[config.mk]
export PLATFORM = sky130hd
export DESIGN_NAME = isc_ctrl
export DESIGN_NICKNAME = d
export VERILOG_FILES = /design/src/rtl/isc_ctrl.v
export VERILOG_INCLUDE_DIRS = /design/src /design/src/inc
export SDC_FILE = /design/constraint.sdc
export NUM_CORES = 1
export LEC_CHECK = 0
export BUFFER_PORTS_ARGS = -buffer_cell sky130_fd_sc_hd__buf_2
export CAP_MARGIN = 15
export CORE_MARGIN = 4
export CORE_UTILIZATION = 52
export DETAILED_ROUTE_END_ITERATION = 7
export GPL_TIMING_DRIVEN = 0
export PLACE_DENSITY = 0.77
export SKIP_LAST_GASP = 1
export SYNTH_ARGS = -nofsm -noshare
export SYNTH_HDL_FRONTEND = slang
export SYNTH_SLANG_ARGS = --single-unit
export TNS_END_PERCENT = 20
[constraint.sdc]
create_clock -name pclk -period 1.8 [get_ports pclk]
set_input_delay 0.36 -clock pclk [delete_from_list [all_inputs] [get_ports pclk]]
set_output_delay 0.36 -clock pclk [all_outputs]
set_load 0.02 [all_outputs]
[src/inc/isc_defs.vh]
/*
 constants of the two-wire slave controller: register indices, field
 positions, reset values and timing counts.
 assumes an apb bus of 32-bit words, each register on an aligned word.
*/
// How it works
// rx buffer flag sets when a received byte lands; software read of data clears it
// start flag sets on every start condition seen on the bus lines
// start flag clears when a stop condition is seen
// nack flag sets when master answers a transmitted byte with nack
// after a master nack no further transmit byte is loaded into the shifter
// software keeps hold setting plus 3 clock periods at or above 300 ns; the bench sets 0 with a 10 ns clock, giving 30 ns
// reading the data register returns the last byte received from the bus
// writing the data register supplies the next byte to transmit
// second address also matches while its enable bit 7 is set
// second address register bits 6..0 hold the second seven-bit address
// primary address read: bit 7 direction, bits 6..0 last received address
// primary address write: bit 7 enables slave, bits 6..0 primary address
// tx buffer flag sets when a byte can be taken, clears on data write
// double address mode ignores the address lsb so two addresses match
`ifndef ISC_DEFS_VH
`define ISC_DEFS_VH

// register indices; byte address is four times the index
`define ISC_IDX_STATUS    10'h0dc
`define ISC_IDX_ADDR1     10'h0dd
`define ISC_IDX_DATA      10'h0de
`define ISC_IDX_ADDR2     10'h0df
`define ISC_IDX_IRQ_STAT  10'h0e0
`define ISC_IDX_IRQ_MASK  10'h0e1

// status register bits, then the address register enable bit
`define ISC_ST_FIRST      7
`define ISC_ST_DBL_ADDR   7
`define ISC_ST_ADDRM      6
`define ISC_ST_STOP       5
`define ISC_ST_RPSTART    4
`define ISC_ST_TXB        3
`define ISC_ST_RCB        2
`define ISC_ST_START      1
`define ISC_ST_NACK       0
`define ISC_EN_BIT        7

`define ISC_RESET_BYTE    8'h00
`define ISC_RESET_IRQ     7'h00

// hold delay is setting plus this many clocks plus one
`define ISC_HOLD_BASE     5'd3
`define ISC_HOLD_MIN_NS   300

`endif

[src/rtl/isc_ctrl.v]
/*
 two-wire slave controller with apb register access and interrupt.
 assumes scl and sda arrive asynchronously and are open drain; sda is
 driven low when sda_oe_n is low. no clock stretching is done.
*/
// Our own choice: the APB register port.
`timescale 1ns/100ps
`include "isc_defs.vh"

module isc_ctrl (
   input  wire        pclk,
   input  wire        presetn,
   input  wire        psel,
   input  wire        penable,
   input  wire        pwrite,
   input  wire [11:0] paddr,
   input  wire [31:0] pwdata,
   output wire [31:0] prdata,
   output wire        pready,
   output wire        pslverr,
   input  wire        scl_in,
   input  wire        sda_in,
   output wire        sda_out,
   output wire        sda_oe_n,
   output wire        irq
);

   localparam [2:0] S_IDLE  = 3'd0;
   localparam [2:0] S_ADDR  = 3'd1;
   localparam [2:0] S_ACKA  = 3'd2;
   localparam [2:0] S_RX    = 3'd3;
   localparam [2:0] S_ACKR  = 3'd4;
   localparam [2:0] S_TX    = 3'd5;
   localparam [2:0] S_TXACK = 3'd6;

   function addr_hit;
      input [6:0] rx;
      input [6:0] own;
      input       dbl;
      begin
         addr_hit = dbl ? (rx[6:1] == own[6:1]) : (rx == own);
      end
   endfunction

   reg  [1:0] scl_s_q;
   reg  [1:0] sda_s_q;
   reg        scl_p_q;
   reg        sda_p_q;
   reg  [2:0] state_q;
   reg  [3:0] bitcnt_q;
   reg  [7:0] shreg_q;
   reg  [7:0] tx_sh_q;
   reg        got_nack_q;
   reg        want_q;
   reg        pend_q;
   reg  [4:0] hcnt_q;
   reg        drive_q;
   reg        slave_en_q;
   reg  [6:0] primary_slave_address_q;
   reg        second_match_enable_q;
   reg  [6:0] second_slave_address_q;
   reg  [6:0] received_address_q;
   reg        transmit_direction_q;
   reg        double_address_q;
   reg  [3:0] sda_hold_setting_q;
   reg  [7:0] rx_data_q;
   reg  [7:0] tx_data_q;
   reg        rx_buffer_flag_q;
   reg        tx_buffer_flag_q;
   reg        first_q;
   reg        addrm_q;
   reg        stop_q;
   reg        rpstart_q;
   reg        start_q;
   reg        nack_q;
   reg  [6:0] irq_stat_q;
   reg  [6:0] irq_mask_q;
   reg  [31:0] prdata_q;
   reg  [7:0] rd_mux;
   reg        mapped;

   wire scl       = scl_s_q[1];
   wire sda       = sda_s_q[1];
   wire scl_rise  = scl & ~scl_p_q;
   wire scl_fall  = ~scl & scl_p_q;
   wire start_det = scl & scl_p_q & sda_p_q & ~sda;
   wire stop_det  = scl & scl_p_q & ~sda_p_q & sda;

   wire [9:0] idx   = paddr[11:2];
   wire       setup = psel & ~penable;
   wire       acc   = psel & penable;
   wire       wr    = acc & pwrite;
   wire       rd    = acc & ~pwrite;
   wire       wr_st = wr & (idx == `ISC_IDX_STATUS);
   wire       wr_dt = wr & (idx == `ISC_IDX_DATA);
   wire       rd_dt = rd & (idx == `ISC_IDX_DATA);
   wire       rd_ir = rd & (idx == `ISC_IDX_IRQ_STAT);

   // event pulses from the bus engine
   wire ev_match = scl_fall & (state_q == S_ADDR) & (bitcnt_q == 4'd8) &
                   slave_en_q &
                   ((addr_hit(shreg_q[7:1], primary_slave_address_q, double_address_q)) |
                    (second_match_enable_q &
                     addr_hit(shreg_q[7:1], second_slave_address_q, double_address_q)));
   wire ev_rxbyte = scl_fall & (state_q == S_RX) & (bitcnt_q == 4'd8);
   wire ev_txload = scl_fall & (((state_q == S_ACKA) & transmit_direction_q) |
                    ((state_q == S_TXACK) & ~got_nack_q));
   wire ev_nack   = scl_rise & (state_q == S_TXACK) & sda;
   wire ev_rpst   = start_det & (state_q != S_IDLE);
   wire [6:0] ev_vec = {ev_match, stop_det, ev_rpst, ev_txload, ev_rxbyte, start_det, ev_nack};

   always @(posedge pclk or negedge presetn) begin
      if (!presetn) begin
         scl_s_q <= 2'b11;
         sda_s_q <= 2'b11;
         scl_p_q <= 1'b1;
         sda_p_q <= 1'b1;
      end else begin
         scl_s_q <= {scl_s_q[0], scl_in};
         sda_s_q <= {sda_s_q[0], sda_in};
         scl_p_q <= scl;
         sda_p_q <= sda;
      end
   end

   // bus engine
   always @(posedge pclk or negedge presetn) begin
      if (!presetn) begin
         state_q    <= S_IDLE;
         bitcnt_q   <= 4'd0;
         shreg_q    <= `ISC_RESET_BYTE;
         tx_sh_q    <= `ISC_RESET_BYTE;
         got_nack_q <= 1'b0;
         want_q     <= 1'b0;
         pend_q     <= 1'b0;
         hcnt_q     <= 5'd0;
         drive_q    <= 1'b0;
         received_address_q   <= 7'h00;
         transmit_direction_q <= 1'b0;
      end else if (!slave_en_q || stop_det) begin
         state_q <= S_IDLE;
         drive_q <= 1'b0;
         pend_q  <= 1'b0;
      end else if (start_det) begin
         state_q  <= S_ADDR;
         bitcnt_q <= 4'd0;
         drive_q  <= 1'b0;
         pend_q   <= 1'b0;
      end else begin
         if (pend_q && hcnt_q == 5'd0) begin
            drive_q <= want_q;
            pend_q  <= 1'b0;
         end else if (hcnt_q != 5'd0) begin
            hcnt_q <= hcnt_q - 5'd1;
         end
         if (scl_rise) begin
            if (state_q == S_ADDR || state_q == S_RX) begin
               shreg_q  <= {shreg_q[6:0], sda};
               bitcnt_q <= bitcnt_q + 4'd1;
            end
            if (state_q == S_TXACK)
               got_nack_q <= sda;
         end
         if (scl_fall && state_q != S_IDLE) begin
            // new sda level waits hold setting plus base plus one clocks
            pend_q <= 1'b1;
            hcnt_q <= {1'b0, sda_hold_setting_q} + `ISC_HOLD_BASE;
            want_q <= 1'b0;
            case (state_q)
               S_ADDR: begin
                  if (bitcnt_q == 4'd8) begin
                     if (ev_match) begin
                        state_q <= S_ACKA;
                        want_q  <= 1'b1;
                        received_address_q   <= shreg_q[7:1];
                        transmit_direction_q <= shreg_q[0];
                     end else begin
                        state_q <= S_IDLE;
                     end
                  end
               end
               S_ACKA: begin
                  bitcnt_q <= 4'd0;
                  if (transmit_direction_q) begin
                     state_q <= S_TX;
                     tx_sh_q <= tx_data_q;
                     want_q  <= ~tx_data_q[7];
                  end else begin
                     state_q <= S_RX;
                  end
               end
               S_RX: begin
                  if (bitcnt_q == 4'd8) begin
                     state_q <= S_ACKR;
                     want_q  <= 1'b1;
                  end
               end
               S_ACKR: begin
                  state_q  <= S_RX;
                  bitcnt_q <= 4'd0;
               end
               S_TX: begin
                  if (bitcnt_q == 4'd7) begin
                     state_q <= S_TXACK;
                  end else begin
                     bitcnt_q <= bitcnt_q + 4'd1;
                     tx_sh_q  <= {tx_sh_q[6:0], 1'b0};
                     want_q   <= ~tx_sh_q[6];
                  end
               end
               S_TXACK: begin
                  bitcnt_q <= 4'd0;
                  if (got_nack_q) begin
                     state_q <= S_IDLE;
                  end else begin
                     state_q <= S_TX;
                     tx_sh_q <= tx_data_q;
                     want_q  <= ~tx_data_q[7];
                  end
               end
               default: state_q <= S_IDLE;
            endcase
         end
      end
   end

   // registers and flags; a hardware set wins over any clear
   always @(posedge pclk or negedge presetn) begin
      if (!presetn) begin
         slave_en_q              <= 1'b0;
         primary_slave_address_q <= 7'h00;
         second_match_enable_q   <= 1'b0;
         second_slave_address_q  <= 7'h00;
         double_address_q        <= 1'b0;
         sda_hold_setting_q      <= 4'h0;
         rx_data_q               <= `ISC_RESET_BYTE;
         tx_data_q               <= `ISC_RESET_BYTE;
         rx_buffer_flag_q        <= 1'b0;
         tx_buffer_flag_q        <= 1'b0;
         first_q                 <= 1'b0;
         addrm_q                 <= 1'b0;
         stop_q                  <= 1'b0;
         rpstart_q               <= 1'b0;
         start_q                 <= 1'b0;
         nack_q                  <= 1'b0;
         irq_stat_q              <= `ISC_RESET_IRQ;
         irq_mask_q              <= `ISC_RESET_IRQ;
      end else begin
         if (wr && idx == `ISC_IDX_ADDR1) begin
            slave_en_q              <= pwdata[`ISC_EN_BIT];
            primary_slave_address_q <= pwdata[6:0];
         end
         if (wr && idx == `ISC_IDX_ADDR2) begin
            second_match_enable_q  <= pwdata[`ISC_EN_BIT];
            second_slave_address_q <= pwdata[6:0];
         end
         if (wr && idx == `ISC_IDX_IRQ_MASK)
            irq_mask_q <= pwdata[6:0];
         if (wr_st) begin
            double_address_q   <= pwdata[`ISC_ST_DBL_ADDR];
            sda_hold_setting_q <= pwdata[3:0];
         end
         if (wr_dt)
            tx_data_q <= pwdata[7:0];
         if (ev_rxbyte)
            rx_data_q <= shreg_q;
         // rx buffer flag and first-byte marker
         if (ev_rxbyte)
            rx_buffer_flag_q <= 1'b1;
         else if (rd_dt)
            rx_buffer_flag_q <= 1'b0;
         if (ev_rxbyte && (first_q || addrm_q))
            first_q <= 1'b1;
         else if (ev_match)
            first_q <= 1'b0;
         else if (rd_dt)
            first_q <= 1'b0;
         if (ev_txload)
            tx_buffer_flag_q <= 1'b1;
         else if (wr_dt)
            tx_buffer_flag_q <= 1'b0;
         // software clears addrm, stop and rpstart by writing zero
         if (ev_match)
            addrm_q <= 1'b1;
         else if (wr_st && !pwdata[`ISC_ST_ADDRM])
            addrm_q <= 1'b0;
         if (stop_det)
            stop_q <= 1'b1;
         else if (wr_st && !pwdata[`ISC_ST_STOP])
            stop_q <= 1'b0;
         if (ev_rpst)
            rpstart_q <= 1'b1;
         else if (wr_st && !pwdata[`ISC_ST_RPSTART])
            rpstart_q <= 1'b0;
         if (start_det)
            start_q <= 1'b1;
         else if (stop_det)
            start_q <= 1'b0;
         if (ev_nack)
            nack_q <= 1'b1;
         else if (ev_match)
            nack_q <= 1'b0;
         irq_stat_q <= ev_vec | (irq_stat_q & ~(rd_ir ? prdata_q[6:0] : 7'h00));
      end
   end

   always @* begin
      mapped = 1'b1;
      case (idx)
         `ISC_IDX_STATUS:
            rd_mux = {first_q, addrm_q, stop_q, rpstart_q, tx_buffer_flag_q,
                      rx_buffer_flag_q, start_q, nack_q};
         `ISC_IDX_ADDR1:    rd_mux = {transmit_direction_q, received_address_q};
         `ISC_IDX_DATA:     rd_mux = rx_data_q;
         `ISC_IDX_ADDR2:    rd_mux = {second_match_enable_q, 7'h00};
         `ISC_IDX_IRQ_STAT: rd_mux = {1'b0, irq_stat_q};
         `ISC_IDX_IRQ_MASK: rd_mux = {1'b0, irq_mask_q};
         default: begin
            rd_mux = 8'h00;
            mapped = 1'b0;
         end
      endcase
   end

   // read data is captured in the setup cycle
   always @(posedge pclk or negedge presetn) begin
      if (!presetn)
         prdata_q <= 32'h00000000;
      else if (setup && !pwrite)
         prdata_q <= {24'h000000, rd_mux};
   end

   assign prdata   = prdata_q;
   assign pready   = 1'b1;
   assign pslverr  = acc & ~mapped;
   assign sda_out  = 1'b0;
   assign sda_oe_n = ~drive_q;
   assign irq      = |(irq_stat_q & irq_mask_q);

endmodule

==> results of run 1 <==
==> how the worst max path moves through the flow <==
| stage | endpoint | depth (start not counted) | from | slack (ns) |
|---|---|---|---|---|
| floorplan | tx_data_q[0] | 5 | paddr[11] | -0.03 |
| global route | received_address_q[3] | 8 | bitcnt_q[0] | -0.24 |
| finish | received_address_q[5] | 8 | bitcnt_q[0] | -0.19 |
| detailed placement | tx_data_q[6] | 6 | paddr[11] | -0.41 |
| CTS | received_address_q[3] | 8 | bitcnt_q[0] | -0.15 |
| global placement | bitcnt_q[3] | 1 | presetn | -0.85 |
==> kinds of logic after synthesis <==
logic type | synth area share [%]
simple gates | 13.7
flops | 49.3
compound gates | 11.6
mux | 15.8
buf+inv | 5.64
xor+xnor | 2.77
fa+ha+maj | 1.10
other cells | 0.132
==> per-layer routing <==
| metal | routed length [um] | global-route usage, % | share of wire, % | vias to the layer above |
|---|---|---|---|---|
| li1 | - | - | - | 1970 |
| met1 | 5880 | 30.6 | 44 | 2104 |
| met2 | 6180 | 32.9 | 46 | 189 |
| met3 | 1120 | 4.76 | 8.3 | 21 |
| met4 | 285 | 7.53 | 2.1 | 0 |
| met5 | 0 | 0 | 0 | - |
==> sequential cells by signal, indices dropped and copies added (netlist names), 4 cells and up <==
name,flops
bitcnt_q,4
hcnt_q,5
irq_mask_q,7
irq_stat_q,7
prdata,8
primary_slave_address_q,7
received_address_q,7
rx_data_q,8
sda_hold_setting_q,4
second_slave_address_q,7
shreg_q,8
tx_data_q,8
tx_sh_q,7
==> per-stage QoR <==
| step | power (mW) | util [%] | instances | area [um2] |
|---|---|---|---|---|
| after floorplan | 2.75 | - | 533 | 5820 |
| after global placement | 2.87 | 58.6 | 704 | 6160 |
| after detailed placement | 2.88 | 58.9 | 705 | 6190 |
| after CTS | 4.46 | 63.1 | 739 | 6630 |
| after global routing | 4.59 | 63.7 | 742 | 6700 |
| final | 4.44 | 63.7 | 742 | 6700 |
==> synthesized netlist by cell type, types with 7 or more instances <==
cell	number
buf_2	8
nor2b_1	8
dfrtp_1	106
nor3_1	10
mux2_2	66
clkbuf_1	8
nand3_1	11
a31oi_1	10
o21ai_0	29
inv_1	12
xnor2_1	14
mux2_4	7
nand2_1	51
buf_4	26
nor2_1	21
a21oi_1	10
==> cell type report <==
cell class | count | area, um2 | share of cell area, %
flip-flops and latches | 112 | 2810 | 42.0
multi-input cells | 366 | 2790 | 41.7
repair buffers | 58 | 374 | 5.59
clock inverters | 3 | 48.8 | 0.729
inverters | 12 | 45.0 | 0.673
clock buffers | 13 | 159 | 2.37
plain buffers | 42 | 295 | 4.41
well taps | 136 | 170 | 2.54
==> worst reg2reg max path, stage by stage, from the launching register on <==
cell and delay, ns:
dfrtp_1 0.41, inv_2 0.08, ha_4 0.11, and3b_2 0.25, and4_4 0.26, nor3b_4 0.23, a21oi_2 0.09, buf_6 0.16
mux2_4 0.30
==> repair_timing <==
| action | 4_1_cts | 5_1_grt |
|---|---|---|
| hold buffers | 1 | 0 |
| setup buffers | 15 | 4 |
| resized for setup | 30 | 15 |
| cloned | 2 | 0 |
| pin swaps | 3 | 2 |
| setup endpoints to repair | 56 | 84 |
| endpoints found under the hold margin | 34 | 0 |
==> power by group <==
group / leakage, nW / switching, mW / internal [mW]
Combinational: 1.62 / 0.189 / 0.112
Sequential: 1.49 / 0.0130 / 2.54
Clock: 0.102 / 0.860 / 0.733
Total: 3.21 / 1.06 / 3.38
==> impl_metrics.toml, run 1 <==
[routing]
drc = 0
routed_wl_um = 13500
routed-via-count = 4284
vias_per_cell = 5.77
drtPass1Iterations = 7
wl_per_cell_um = 18.1
ant_nets = 0
drt_iter0_drc = 330

[clocking]
insertion_delay_ns = 0.38
clk_pin_slew_ns = 0.10
cts_tree = "built"
cts_root_buf = "clkbuf_8"
cts_sinks = 112
cts_buffers = 9
htree_num_levels = 3
ctsLongestPathBuffers = 2

[timing]
period_minus_slack_ns = 1.99
worst_slew_pin_slew_ns = 0.789
hold_viol = 0
setup_viol = 49
final_max_slew_viol_count = 0
hold_ws_ns = 0.0804
tns_ns = -3.11
timing.fmax_mhz = 503
setup_ws_ns = -0.186
slew_headroom_pct = 47.1
rsz0062_at_grt = "true"
fin_worst_skew_ns = 0.0131
period_share_pct = 110

[yosys]
yosys_warnings = 0
synth.distinct_cells = 67
ys_seq_area_share_pct = 49.3
syn-cell-area_um2 = 5700
synthFlopType = "dfrtp_1"
synth_area_leaders = "dfrtp_1 47%, mux2_2 13%, buf_4 3.4%"
syn_avg_cell_area_um2 = 11.2
async_flop_share_pct = 100
yosysTopAreaCellShare_pct = 46.5
ys_seq_elements = 112
synth_edf_count = 0
yosys.area.top_type = "dfrtp_1"
syn_inst = 509

[place]
dp.final_hpwl_um = 9430
finalWeightedCongestion = 0.939
post-place-ws_ns = -0.406
portBuffers = 35

[global_routing]
grt_pass1_wl_um = 21800
overflow = 0
grt_pass1_vias = 4142
grt_start_max_net_pins = 75
track_usage_pct = 21.6
antenna_found_initial = 0

[final_layout]
final_common_cell = "dfrtp_1"
layout.nets = 657
drive_above_1_share_pct = 37.5
n_antenna_cell = 0
final_cell_mix = "105 x dfrtp_1, 59 x mux2_2, 50 x nand2_1"
n_fill_cell = 814
area_delta_synth_final_pct = 17.5

[worst_hold_path]
hold_path.class = "in -> reg"
hold_path_end = "sda_s_q[0]"
hold_path_depth = 1
hold_start = "sda_in"

[worst_setup_path]
cp.buffers_inverters = 2
crit_fanout = 5
start_kind = "flop"
critPathSlowestCell = "dfrtp_1"
ff2ff_setup_slack_ns = -0.19
r2r_end = "received_address_q[5]"
r2r_cells = 8
path_class = "reg -> reg"
endpoint_kind = "flop"
cp.required_ns = 2.07
crit_family = "simple AND/OR/NAND/NOR gates"
crit_path_max_incr_delay_ns = 0.41
worstPathArrival_ns = 2.26
path_cells = "inv_2 > ha_4 > and3b_2 > and4_4 > nor3b_4 > a21oi_2 > buf_6 > mux2_4"
r2r_start = "bitcnt_q[0]"

[outcome]
outcome = "finished with violations"
violations = "setup timing"

[die]
placementRows = 37
initial_utilization_pct = 54.2
core_um2 = 10500
chipHeight_um = 113
dieArea_um2 = 12700
fp.dieW_um = 113
ios = 88

[job]
drv_cap = 0

[power]
leakage_nw = 3.21
powerDensity_nw_per_um2 = 663
ir_drop_mv = 0.536
(Power assumes the default switching activity.)
==> run 2: changes to the inputs <==
Settings changed: CORE_UTILIZATION 52 to 55, PLACE_DENSITY 0.77 to 0.78.
Clock period 1.8 ns to 2.4 ns, I/O delays scaled along.
==> run 2 against run 1 <==
Against the previous run:
- the flow now finishes without violations
- largest power group unchanged
- sequential share of layout area rose by 2.1 points
- flip-flop and latch count did not move
- core utilization rose by 0.26 points
- count of clock-buffer cells in the layout fell by 4
- critical path depth did not move
- cell area fell by 4.9%
==> impl_metrics.toml, run 2 (same netlist as run 1, synthesis figures left out) <==
[worst_setup_path]
endpoint_kind = "flop"
ff2ff_setup_slack_ns = 0.06
cp.required_ns = 2.68
start_kind = "flop"
crit_fanout = 10
worstPathArrival_ns = 2.62
r2r_start = "bitcnt_q[0]"
path_cells = "inv_1 > ha_1 > and3b_1 > and4_1 > and2_1 > a21oi_1 > buf_2 > mux2_2"
r2r_end = "received_address_q[5]"
crit_path_max_incr_delay_ns = 0.39
critPathSlowestCell = "dfrtp_1"
r2r_cells = 8
path_class = "reg -> reg"

[clocking]
ctsResizeCount = 0
cts_buffers = 9
cts_sinks = 112
ctsLongestPathBuffers = 2
htree_num_levels = 3
cts_tree = "built"
insertion_delay_ns = 0.39
cts_hold_repair.buffers = 0
clk_pin_slew_ns = 0.12
cts_root_buf = "clkbuf_8"
post_cts_buffers = 0

[die]
initial_utilization_pct = 57.3
ios = 88
placementRows = 36
core_um2 = 9950
dieArea_um2 = 12100
fp.dieW_um = 110
chipHeight_um = 110

[power]
ir_drop_mv = 0.342
leakage_nw = 3.05
powerDensity_nw_per_um2 = 513

[routing]
ant_nets = 0
routed_wl_um = 12600
vias_per_cell = 5.76
routed-via-count = 4139
wl_per_cell_um = 17.6
drt_iter0_drc = 275
drtPass1Iterations = 5
drc = 0

[timing]
final_max_slew_viol_count = 0
hold_viol = 0
setup_viol = 0
fin_worst_skew_ns = 0.00990
period_share_pct = 97.4
tns_ns = 0
hold_ws_ns = 0.0509
timing.fmax_mhz = 428
slew_headroom_pct = 37.9
worst_slew_pin_slew_ns = 0.919
period_minus_slack_ns = 2.34
rsz0062_at_grt = "false"

[place]
portBuffers = 35
finalWeightedCongestion = 0.916
dp_cells = 702
dp.final_hpwl_um = 9460
placed_area_um2 = 6160

[worst_hold_path]
hold_path.class = "in -> async"

[global_routing]
antenna_found_initial = 0
grt_start_max_net_pins = 77
overflow = 0
grt_pass1_wl_um = 20500
grt_pass1_vias = 3940
track_usage_pct = 22.5

[final_layout]
final_cells = 718
final_cell_mix = "106 x dfrtp_1, 66 x mux2_2, 51 x nand2_1"
post-route-util_pct = 64.0
final_common_cell = "dfrtp_1"
final_area_um2 = 6370
n_antenna_cell = 0
drive_above_1_share_pct = 31.3
layout.nets = 636
area_delta_synth_final_pct = 11.7

[job]
drv_cap = 0

[outcome]
outcome = "finished, final reports clean"
run 2: cell count changes in the layout (fill, tap and decap cells not counted), moves of 3 or more:
| cell | change |
|---|---|
| nor2b_1 | +3 |
| clkbuf_2 | -3 |
| mux2_4 | -7 |
| buf_6 | -3 |
| buf_4 | -20 |
| mux2_2 | +7 |
| clkbuf_1 | +3 |
| a21oi_1 | +3 |
| a21oi_2 | -3 |
run 2: layout make-up:
class	count	area (um2)
Tap cell	133	166
Multi-Input combinational cell	366	2660
Buffer	43	277
Sequential cell	112	2810
Clock buffer	9	124
Fill cell	809	3580
Clock inverter	7	83.8
Inverter	12	45.0
Timing Repair Buffer	36	205
run 2: critical path: cells and delay by family, from the launching register on:
kind                     cells  cell delay, ns
flip-flops                   1            0.39
adder cells (fa/ha/maj)      1            0.18
buffers and inverters        2            0.39
AO/OA/AOI/OAI                1            0.23
multiplexers                 1            0.37
AND/OR/NAND/NOR              3            0.67
run 2: how the worst max path moves through the flow:
stage | startpoint | endpoint | slack, ns
after detailed placement | paddr[11] | tx_data_q[4] | 0.06
final | bitcnt_q[0] | received_address_q[5] | 0.06
after floorplan | paddr[11] | tx_data_q[0] | 0.45
after CTS | bitcnt_q[0] | received_address_q[5] | 0.08
after global routing | bitcnt_q[0] | received_address_q[2] | 0.0005
after global placement | presetn | prdata[6] | -0.35
run 2: per-stage QoR:
| stage | total power, mW | worst slack, ns |
|---|---|---|
| finish | 3.27 | 0.0624 |
| global route | 3.39 | 0.000495 |
| CTS | 3.29 | 0.0800 |
| detailed placement | 2.16 | 0.0569 |
| global placement | 2.15 | -0.351 |
| floorplan | 2.06 | 0.454 |
run 2: per-layer routing:
layer,vias up,part of all wire (%),track usage (%),wire length (um)
met3,22,7.5,4.64,941
met2,162,45,34.7,5740
met5,-,0,0,0
met4,0,1.6,6.50,198
met1,2037,46,32.3,5750
li1,1918,-,-,-
run 2: power breakdown:
group / total [mW] / switching, mW / internal [mW] / leakage [nW]
sequential: 1.91 / 0.00938 / 1.90 / 1.50
combinational: 0.214 / 0.136 / 0.0774 / 1.45
clock: 1.14 / 0.722 / 0.420 / 0.103
total: 3.27 / 0.868 / 2.40 / 3.05
